<file path="src/exc_entry_pkg.sv">
// constants for the exception-entry unit
package exc_entry_pkg;
  // vector offsets
  localparam logic [31:0] VEC_PROGRAM = 32'h0000_0700;
  localparam logic [31:0] VEC_FP_UNAVAIL = 32'h0000_0800;
  localparam logic [31:0] VEC_DECREMENTER = 32'h0000_0900;
  localparam logic [31:0] VEC_SYSCALL = 32'h0000_0C00;
  localparam logic [31:0] VEC_BASE_LOW = 32'h0000_0000;
  localparam logic [31:0] VEC_BASE_HIGH = 32'hFFF0_0000;
  // APB register byte offsets
  localparam logic [7:0] ADDR_MSTATE = 8'h00;
  localparam logic [7:0] ADDR_SR_ADDR = 8'h04;
  localparam logic [7:0] ADDR_SR_STAT = 8'h08;
  localparam logic [7:0] ADDR_SYNDROME = 8'h0C;
  localparam logic [7:0] ADDR_DECR = 8'h10;
  localparam logic [7:0] ADDR_FSTATUS = 8'h14;
  localparam logic [7:0] ADDR_EVENT = 8'h18;
  // machine-state bit positions (lsb numbering: pos = 31 - big-endian bit)
  localparam int MS_USER = 14;   // user_level_bit
  localparam int MS_FAVAIL = 13; // float_available
  localparam int MS_MCE = 12;    // machine_check_enable
  localparam int MS_FEA = 11;    // float_exc_mode_a
  localparam int MS_FEB = 8;     // float_exc_mode_b
  localparam int MS_IRQEN = 15;  // async_irq_enable
  localparam int MS_XBO = 16;    // exception_byte_order
  localparam int MS_VBASE = 6;   // vector_base_select
  localparam int MS_BO = 0;      // byte_order_bit
  localparam int FS_SUMMARY = 30; // float_enabled_summary
  // save-status cause bits
  localparam int SS_FPEN = 20;
  localparam int SS_PRIV = 18;
  localparam int SS_TRAP = 17;
  localparam int SS_LATER = 16;
  // syndrome class field (big-endian 15:21 = lsb 16:10)
  localparam int SYN_LSB = 10;
  localparam logic [6:0] CLS_LOAD_WORD = 7'h00;
  localparam logic [6:0] CLS_STORE_WORD = 7'h02;
  localparam logic [6:0] CLS_LOAD_WORD_IDX = 7'h60;
  localparam logic [1:0] LS_LOAD_WORD = 2'h0;
  localparam logic [1:0] LS_STORE_WORD = 2'h1;
  localparam logic [1:0] LS_LOAD_WORD_IDX = 2'h2;
  localparam logic [1:0] LS_RESERVED = 2'h3;
  localparam logic [31:0] DECR_RESET = 32'hFFFF_FFFF;
  localparam logic [31:0] APB_DEAD = 32'h0000_0000;
  typedef enum logic [2:0] {
    EV_NONE, EV_ALIGN, EV_PROGRAM, EV_FP_UNAVAIL, EV_DECR, EV_SYSCALL
  } event_type;
  typedef enum {ST_RUN, ST_SYNC} sync_state_type;
endpackage

</file>
<file path="src/exception_entry_unit.sv">
// exception-entry logic: detection, priority, save registers, decrementer
`timescale 1ns/100ps
module exception_entry_unit
  import exc_entry_pkg::*;
#(
  parameter int DECR_WIDTH = 32
) (
  input wire logic i_clk_sys,
  input wire logic i_reset,
  // pipeline side, all same clock
  input wire logic i_valid,
  input wire logic [31:0] i_inst_addr,
  input wire logic [31:0] i_next_addr,
  input wire logic i_later_addr,
  input wire logic i_align_fault,
  input wire logic [1:0] i_ls_class,
  input wire logic i_is_state_read,
  input wire logic i_is_state_write,
  input wire logic i_is_return,
  input wire logic i_is_fstatus_write,
  input wire logic i_is_spr_move,
  input wire logic i_supervisor_reg_flag,
  input wire logic i_spr_valid_internal,
  input wire logic i_spr_external,
  input wire logic i_trap_met,
  input wire logic i_is_float,
  input wire logic i_float_arith_enabled,
  input wire logic i_unimplemented,
  input wire logic i_system_call_op,
  input wire logic i_inflight_empty,
  input wire logic [31:0] i_fstatus_wdata,
  input wire logic [31:0] i_state_wdata,
  input wire logic [31:0] i_return_state,
  // apb slave
  input wire logic i_psel,
  input wire logic i_penable,
  input wire logic i_pwrite,
  input wire logic [7:0] i_paddr,
  input wire logic [31:0] i_pwdata,
  output logic [31:0] o_prdata,
  output logic o_pready,
  output logic o_pslverr,
  // redirect to fetch
  output logic o_redirect,
  output logic [31:0] o_redirect_addr,
  output logic o_halt_dispatch,
  output logic o_fp_assist,
  output logic o_sw_emulation,
  output logic [31:0] o_machine_state
);
  logic [31:0] machine_state_reg;
  logic [31:0] save_restore_address;
  logic [31:0] save_restore_status;
  logic [31:0] alignment_syndrome;
  logic [31:0] float_status_control;
  logic [DECR_WIDTH-1:0] decr;
  logic decr_pending;
  logic [31:0] event_count;
  sync_state_type sync_state;
  sync_state_type next_sync_state;
  event_type take;
  logic apb_wr;
  logic apb_rd;
  logic enabled_cond;
  logic fp_enabled_exc;
  logic priv_exc;
  logic trap_exc;
  logic program_exc;
  logic fp_unavail_exc;
  logic decr_exc;
  logic syscall_exc;
  logic syscall_go;
  logic [31:0] vec_base;
  logic [31:0] entry_state;
  logic [DECR_WIDTH-1:0] next_decr;
  logic decr_rise;
  logic sw_state_write;

  assign apb_wr = i_psel && i_penable && i_pwrite;
  assign apb_rd = i_psel && i_penable && !i_pwrite;
  assign o_pready = 1'b1;
  assign o_pslverr = 1'b0;

  // enabled condition checked against the state that results from the op
  always_comb begin
    logic [31:0] ms;
    logic [31:0] fs;
    ms = machine_state_reg;
    fs = float_status_control;
    if (i_is_state_write) begin
      ms = i_state_wdata;
    end else if (i_is_return) begin
      ms = i_return_state;
    end
    if (i_is_fstatus_write) begin
      fs = i_fstatus_wdata;
    end
    enabled_cond = (ms[MS_FEA] | ms[MS_FEB]) & fs[FS_SUMMARY];
  end

  assign fp_enabled_exc = i_valid && enabled_cond &&
    (i_is_fstatus_write || i_is_state_write || i_is_return);
  // arithmetic producing the condition goes to the assist path
  assign o_fp_assist = i_valid && i_float_arith_enabled &&
    !i_unimplemented;
  assign o_sw_emulation = i_valid && i_unimplemented;
  assign priv_exc = i_valid && !i_unimplemented &&
    machine_state_reg[MS_USER] &&
    ((i_is_state_read || i_is_state_write || i_is_return) ||
     (i_is_spr_move && i_supervisor_reg_flag &&
      (i_spr_valid_internal || i_spr_external)));
  assign trap_exc = i_valid && !i_unimplemented && i_trap_met;
  assign program_exc = fp_enabled_exc || priv_exc || trap_exc;
  assign fp_unavail_exc = i_valid && !i_unimplemented && i_is_float &&
    !machine_state_reg[MS_FAVAIL];
  assign decr_exc = decr_pending && machine_state_reg[MS_IRQEN];
  assign syscall_exc = i_valid && !i_unimplemented && i_system_call_op;
  assign syscall_go = (sync_state == ST_SYNC) && i_inflight_empty;

  // fixed priority: sync entries first, then instruction faults, then the decrementer
  always_comb begin
    take = EV_NONE;
    if (syscall_go) begin
      take = EV_SYSCALL;
    end else if (sync_state == ST_RUN && !o_sw_emulation) begin
      if (i_valid && i_align_fault) begin
        take = EV_ALIGN;
      end else if (program_exc) begin
        take = EV_PROGRAM;
      end else if (fp_unavail_exc) begin
        take = EV_FP_UNAVAIL;
      end else if (decr_exc) begin
        take = EV_DECR;
      end
    end
  end

  assign vec_base = machine_state_reg[MS_VBASE] ? VEC_BASE_HIGH :
    VEC_BASE_LOW;

  always_comb begin
    entry_state = 32'h0000_0000;
    entry_state[MS_VBASE] = machine_state_reg[MS_VBASE];
    entry_state[MS_MCE] = machine_state_reg[MS_MCE];
    entry_state[MS_BO] = machine_state_reg[MS_XBO];
  end

  // context sync around the system call
  always_comb begin
    next_sync_state = sync_state;
    case (sync_state)
      ST_RUN: begin
        if (syscall_exc && !i_align_fault && !program_exc &&
            !fp_unavail_exc) begin
          next_sync_state = ST_SYNC;
        end
      end
      ST_SYNC: begin
        if (i_inflight_empty) begin
          next_sync_state = ST_RUN;
        end
      end
      default: next_sync_state = ST_RUN;
    endcase
  end

  always_ff @(posedge i_clk_sys) begin
    if (i_reset) begin
      sync_state <= ST_RUN;
    end else begin
      sync_state <= next_sync_state;
    end
  end

  // system call return address held while syncing
  logic [31:0] sc_next_addr;
  always_ff @(posedge i_clk_sys) begin
    if (i_reset) begin
      sc_next_addr <= 32'h0000_0000;
    end else if (sync_state == ST_RUN && next_sync_state == ST_SYNC) begin
      sc_next_addr <= i_next_addr;
    end
  end

  always_comb begin
    o_halt_dispatch = (sync_state == ST_SYNC);
  end

  // redirect and new context presented one cycle after entry
  always_ff @(posedge i_clk_sys) begin
    if (i_reset) begin
      o_redirect <= 1'b0;
      o_redirect_addr <= 32'h0000_0000;
    end else begin
      o_redirect <= (take != EV_NONE);
      case (take)
        EV_ALIGN: o_redirect_addr <= vec_base | 32'h0000_0600;
        EV_PROGRAM: o_redirect_addr <= vec_base | VEC_PROGRAM;
        EV_FP_UNAVAIL: o_redirect_addr <= vec_base | VEC_FP_UNAVAIL;
        EV_DECR: o_redirect_addr <= vec_base | VEC_DECREMENTER;
        EV_SYSCALL: o_redirect_addr <= vec_base | VEC_SYSCALL;
        default: o_redirect_addr <= o_redirect_addr;
      endcase
    end
  end

  assign sw_state_write = apb_wr && i_paddr == ADDR_MSTATE;

  always_ff @(posedge i_clk_sys) begin
    if (i_reset) begin
      machine_state_reg <= 32'h0000_0000;
    end else if (take != EV_NONE) begin
      machine_state_reg <= entry_state;
    end else if (i_valid && i_is_state_write && !priv_exc) begin
      machine_state_reg <= i_state_wdata;
    end else if (i_valid && i_is_return && !priv_exc) begin
      machine_state_reg <= i_return_state;
    end else if (sw_state_write) begin
      machine_state_reg <= i_pwdata;
    end
  end
  assign o_machine_state = machine_state_reg;

  always_ff @(posedge i_clk_sys) begin
    if (i_reset) begin
      float_status_control <= 32'h0000_0000;
    end else if (i_valid && i_is_fstatus_write && take == EV_NONE) begin
      float_status_control <= i_fstatus_wdata;
    end else if (apb_wr && i_paddr == ADDR_FSTATUS) begin
      float_status_control <= i_pwdata;
    end
  end

  always_ff @(posedge i_clk_sys) begin
    if (i_reset) begin
      save_restore_address <= 32'h0000_0000;
    end else begin
      case (take)
        EV_ALIGN: save_restore_address <= i_inst_addr;
        EV_PROGRAM: save_restore_address <= i_later_addr ? i_next_addr :
          i_inst_addr;
        EV_FP_UNAVAIL: save_restore_address <= i_inst_addr;
        EV_DECR: save_restore_address <= i_valid ? i_inst_addr :
          i_next_addr;
        EV_SYSCALL: save_restore_address <= sc_next_addr;
        default: begin
          if (apb_wr && i_paddr == ADDR_SR_ADDR) begin
            save_restore_address <= i_pwdata;
          end
        end
      endcase
    end
  end

  always_ff @(posedge i_clk_sys) begin
    if (i_reset) begin
      save_restore_status <= 32'h0000_0000;
    end else if (take == EV_PROGRAM) begin
      save_restore_status <= {16'h0000, machine_state_reg[15:0]};
      save_restore_status[SS_FPEN] <= fp_enabled_exc;
      save_restore_status[SS_PRIV] <= priv_exc;
      save_restore_status[SS_TRAP] <= trap_exc;
      save_restore_status[SS_LATER] <= i_later_addr;
    end else if (take != EV_NONE) begin
      // high half cleared, low half copied from machine state (for system call too)
      save_restore_status <= {16'h0000, machine_state_reg[15:0]};
      save_restore_status[31:16] <= 16'h0000;
    end else if (apb_wr && i_paddr == ADDR_SR_STAT) begin
      save_restore_status <= i_pwdata;
    end
  end

  always_ff @(posedge i_clk_sys) begin
    if (i_reset) begin
      alignment_syndrome <= 32'h0000_0000;
    end else if (take == EV_ALIGN) begin
      alignment_syndrome <= 32'h0000_0000;
      case (i_ls_class)
        LS_STORE_WORD: alignment_syndrome[SYN_LSB +: 7] <= CLS_STORE_WORD;
        LS_LOAD_WORD_IDX:
          alignment_syndrome[SYN_LSB +: 7] <= CLS_LOAD_WORD_IDX;
        default: alignment_syndrome[SYN_LSB +: 7] <= CLS_LOAD_WORD;
      endcase
    end else if (apb_wr && i_paddr == ADDR_SYNDROME) begin
      alignment_syndrome <= i_pwdata;
    end
  end

  // decrementer
  always_comb begin
    next_decr = decr - DECR_WIDTH'(1);
    if (apb_wr && i_paddr == ADDR_DECR) begin
      next_decr = i_pwdata[DECR_WIDTH-1:0];
    end
  end
  assign decr_rise = !decr[DECR_WIDTH-1] && next_decr[DECR_WIDTH-1];

  always_ff @(posedge i_clk_sys) begin
    if (i_reset) begin
      decr <= DECR_RESET[DECR_WIDTH-1:0];
    end else begin
      decr <= next_decr;
    end
  end

  always_ff @(posedge i_clk_sys) begin
    if (i_reset) begin
      decr_pending <= 1'b0;
    end else if (decr_rise) begin
      decr_pending <= 1'b1;
    end else if (take == EV_DECR) begin
      decr_pending <= 1'b0;
    end
  end

  always_ff @(posedge i_clk_sys) begin
    if (i_reset) begin
      event_count <= 32'h0000_0000;
    end else if (take != EV_NONE) begin
      event_count <= event_count + 32'h0000_0001;
    end
  end

  always_ff @(posedge i_clk_sys) begin
    if (i_reset) begin
      o_prdata <= 32'h0000_0000;
    end else if (i_psel && !i_penable && !i_pwrite) begin
      case (i_paddr)
        ADDR_MSTATE: o_prdata <= machine_state_reg;
        ADDR_SR_ADDR: o_prdata <= save_restore_address;
        ADDR_SR_STAT: o_prdata <= save_restore_status;
        ADDR_SYNDROME: o_prdata <= alignment_syndrome;
        ADDR_DECR: o_prdata <= 32'(decr);
        ADDR_FSTATUS: o_prdata <= float_status_control;
        ADDR_EVENT: o_prdata <= {event_count[27:0], 1'b0,
          decr_pending, o_halt_dispatch, 1'b0};
        default: o_prdata <= APB_DEAD;
      endcase
    end
  end
endmodule

</file>
<file path="config.mk">
export PLATFORM = sky130hd
export DESIGN_NAME = exception_entry_unit
export DESIGN_NICKNAME = d
export VERILOG_FILES = /design/src/exc_entry_pkg.sv /design/src/exception_entry_unit.sv
export SDC_FILE = /design/constraint.sdc
export NUM_CORES = 1
export LEC_CHECK = 0
export BUFFER_PORTS_ARGS = -buffer_cell sky130_fd_sc_hd__buf_2
export CAP_MARGIN = 20
export CORE_MARGIN = 2
export CORE_UTILIZATION = 50
export CTS_CLUSTER_SIZE = 30
export DETAILED_ROUTE_END_ITERATION = 10
export HOLD_SLACK_MARGIN = 0.08
export PLACE_DENSITY = 0.74
export REMOVE_ABC_BUFFERS = 1
export SYNTH_ARGS = -nofsm -noshare
export SYNTH_HDL_FRONTEND = slang
export SYNTH_SLANG_ARGS = --single-unit
</file>
<file path="constraint.sdc">
create_clock -name i_clk_sys -period 3.2 [get_ports i_clk_sys]
set_input_delay 0.48 -clock i_clk_sys [delete_from_list [all_inputs] [get_ports i_clk_sys]]
set_output_delay 0.48 -clock i_clk_sys [all_outputs]
set_load 0.03 [all_outputs]
</file>
==> metrics.cfg <==
[outcome]
status=completed

[die]
fp-row-count=65
start_util=0.512
core_area_sq_um=31700
fp.dieH_um=184
die_x_um=184
fp.dieArea_sq_um=33900
num_io_pins=326

[cts]
clk_pin_slew_ps=60
htreeDepth=2
ctsLongestPathBuffers=3
hold_buffers=0
clock-root-buffer=clkbuf_16
postCtsSetupRepairBufs=0
cts_tree=built
cts_buffers=36
clk_latency_ps=520
clock-sinks=323
cts.repair.resized=0

[drt]
wirelength_mm=58.4
vias=16400
drtPass1Iterations=5
antenna_left=0
detail_route.wl_per_cell_um=22.6
first_iter_violations=1546
avgViaCountPerCell=6.33
drc=0

[power]
p_sw_uw=2360
total_leakage_power_uw=0.00802
power_frac_clock=0.441
p_seq_frac=0.457
pwr-share-comb=0.102
p_total_uw=9160
powerDensity_nw_per_um2=470
p_int_uw=6800
peakVddDrop_uv=358
p_sw_frac=0.258

[critical_path]
crit_chain=nor4_1, and4_1, nand3_1, buf_4, a31o_2, a211oi_1, buf_4, mux2_2
end_kind=register
path_common_cell=buf_4
cp.required_ps=3600
critPathBufInv=2
slowest_stage=a211oi_1
startpoint_type=register
cp_top_family=compound AO/OA/AOI/OAI gates
path_max_fanout=18
critPathArrivalTime_ps=3190
critPathMaxStageDelay_ps=490
crit_type=reg2reg

[finish]
final_cell_area_sq_um=19500
fill_cells=2757
drive_gt1_frac=0.233
layout.nets=2386
syn_to_final_growth_pct=20.3

[grt]
grt_usage=0.333
antenna_found_initial=2
grt_pass1_wl_mm=87.4
grt.overflow.total=0
grt_max_degree=73
grt_pass1_vias=15500

[placement]
portBuffers=307
routabilityCongestion=0.956
dp_hpwl_mm=40.2
placed_area_sq_um=18400

[timing]
clock_skew_ps=10.6
finalCritPeriodShare=0.870
tightest_slew_ps=994
final_max_slew_viol_count=0
setup_violations=0
whs_ps=201
finalCriticalPeriod_ps=2790
hold_viol_final=0
max_clock_freq_mhz=359
tns_ps=0
rsz0062_at_grt=false
max_slew_margin=0.336

[synthesis]
async_flop_share=0
synth_edf_count=0
ys_types=65
ys.flop_type=dfxtp_1
synth_area_per_cell_sq_um=8.62
synthCells=1883
synth_seq_cells=323
yosysWarningCount=0
ys_seq_area_frac=0.399
syn_area_sq_um=16200

[worst_hold_path]
min-delay-path-class=in2reg

[run]
drv_cap=0

[worst paths after layout]
kind,end,slack [ps],cells after the start,from
worst max-delay path,event_count[27]$_SDFFE_PP0P_,410,8,sync_state[22]$_SDFF_PP0_
worst min-delay path,sc_next_addr[0]$_SDFFE_PP0P_,200,3,i_next_addr[0]
worst max register to register,event_count[27]$_SDFFE_PP0P_,410,8,sync_state[22]$_SDFF_PP0_
worst min register to register,o_prdata[3]$_SDFFE_PP0P_,450,2,o_prdata[3]$_SDFFE_PP0P_
[worst reg2reg max path, cell delays in order (launching register included)]
cell,delay [ps]
dfxtp_1,300
nor4_1,300
and4_1,370
nand3_1,100
buf_4,180
a31o_2,400
a211oi_1,500
buf_4,200
mux2_2,320
[metrics by stage]
| step | util | instances | setup slack [ps] |
|---|---|---|---|
| 6_report | 0.615 | 2587 | 415 |
| 5_1_grt | 0.615 | 2586 | 348 |
| 2_1_floorplan | - | 1737 | -1140 |
| 3_5_place_dp | 0.579 | 2524 | 298 |
| 4_1_cts | 0.615 | 2586 | 423 |
| 3_3_place_gp | 0.579 | 2524 | 366 |
[logic make-up after synthesis]
| kind of cell | Yosys count | share of synthesized area |
|---|---|---|
| AO/OA/AOI/OAI | 477 | 0.203 |
| XOR/XNOR | 28 | 0.0151 |
| adder cells (fa/ha/maj) | 2 | 0.00154 |
| buffers and inverters | 220 | 0.0593 |
| flip-flops | 323 | 0.399 |
| multiplexers | 237 | 0.149 |
| other | 2 | 0.000463 |
| AND/OR/NAND/NOR | 594 | 0.173 |
[Yosys cell counts (3+ instances only)]
master / n / area share
dfxtp_1: 323 / 0.40
mux2i_1: 202 / 0.12
nand2_1: 189 / 0.044
nor2_1: 182 / 0.042
clkbuf_1: 130 / 0.030
a21oi_1: 118 / 0.036
o21ai_0: 80 / 0.025
a211oi_1: 75 / 0.035
o221ai_1: 56 / 0.030
nor4_1: 53 / 0.020
mux2_2: 35 / 0.024
nor3_1: 33 / 0.010
a221oi_1: 30 / 0.016
o211ai_1: 30 / 0.014
buf_4: 29 / 0.013
nor3b_1: 29 / 0.013
a22oi_1: 27 / 0.012
inv_1: 26 / 0.0060
nand3_1: 22 / 0.0068
nor2b_1: 22 / 0.0085
buf_2: 21 / 0.0065
xor2_1: 19 / 0.010
nand4_1: 16 / 0.0062
buf_1: 12 / 0.0028
o2111ai_1: 9 / 0.0049
xnor2_1: 9 / 0.0049
and2_1: 8 / 0.0031
and3_1: 8 / 0.0031
or4_1: 8 / 0.0037
a211oi_2: 7 / 0.0054
o32ai_1: 7 / 0.0038
and4_1: 6 / 0.0032
a2bb2oi_1: 5 / 0.0027
nand2b_1: 5 / 0.0019
o311ai_0: 5 / 0.0027
or3_1: 5 / 0.0019
o21ai_1: 3 / 0.00093
o41ai_1: 3 / 0.0016
[power by group through the flow]
| stage | logic [uW] | clock network (uW) | registers [uW] |
|---|---|---|---|
| finish | 933 | 4040 | 4190 |
| global route | 996 | 4210 | 4190 |
| CTS | 917 | 4070 | 4180 |
| detailed placement | 912 | 0 | 4270 |
| global placement | 894 | 0 | 4270 |
| floorplan | 375 | 0 | 4320 |
[routing by layer]
| layer | share of wire | GRT usage |
|---|---|---|
| met1 | 0.40 | 0.429 |
| met2 | 0.46 | 0.551 |
| met3 | 0.096 | 0.0585 |
| met4 | 0.040 | 0.141 |
| met5 | 0.00021 | 0 |
[final cells by class]
class	count	area, sq um	area share
antenna	1	2.50	0.000128
clock buffer	52	1050	0.0539
clock inverter	10	78.8	0.00404
inverter	27	101	0.00519
multi-input combinational	1387	9080	0.465
sequential	323	6470	0.331
tap	402	503	0.0258
timing repair buffer	385	2230	0.114
[state kept, by name, indices dropped and copies added, names as in the netlist]
signal	count
o_redirect_addr	5
float_status_control	32
sync_state	32
decr	32
o_machine_state	32
sc_next_addr	32
alignment_syndrome	32
event_count	28
o_prdata	32
decr_pending	1
o_redirect	1
save_restore_address	32
save_restore_status	32
[layout by cell type, fill, tap and decap left out, types with 6 or more instances in the layout]
cell type	netlist	routed
nor3_1	33	32
o2111ai_1	9	8
o32ai_1	7	7
and4_1	6	6
nand3_1	22	19
nor2_1	182	176
a211oi_2	7	7
o21ai_0	80	78
mux2i_1	202	201
clkbuf_8	0	7
conb_1	2	49
xor2_1	19	19
mux2_2	35	35
clkinv_2	0	8
a221oi_1	30	30
buf_4	29	72
buf_2	21	305
nor2b_1	22	22
a22oi_1	27	27
dfxtp_1	323	323
xnor2_1	9	9
and3_1	8	6
o211ai_1	30	30
nor4_1	53	52
buf_12	0	8
or4_1	8	8
a211oi_1	75	75
and2_1	8	7
nand2_1	189	189
clkbuf_16	0	37
o221ai_1	56	56
inv_1	26	26
a21oi_1	118	118
nor3b_1	29	29
nand4_1	16	16
clkbuf_1	130	8
No activity file was read; power rests on OpenSTA's default activity.
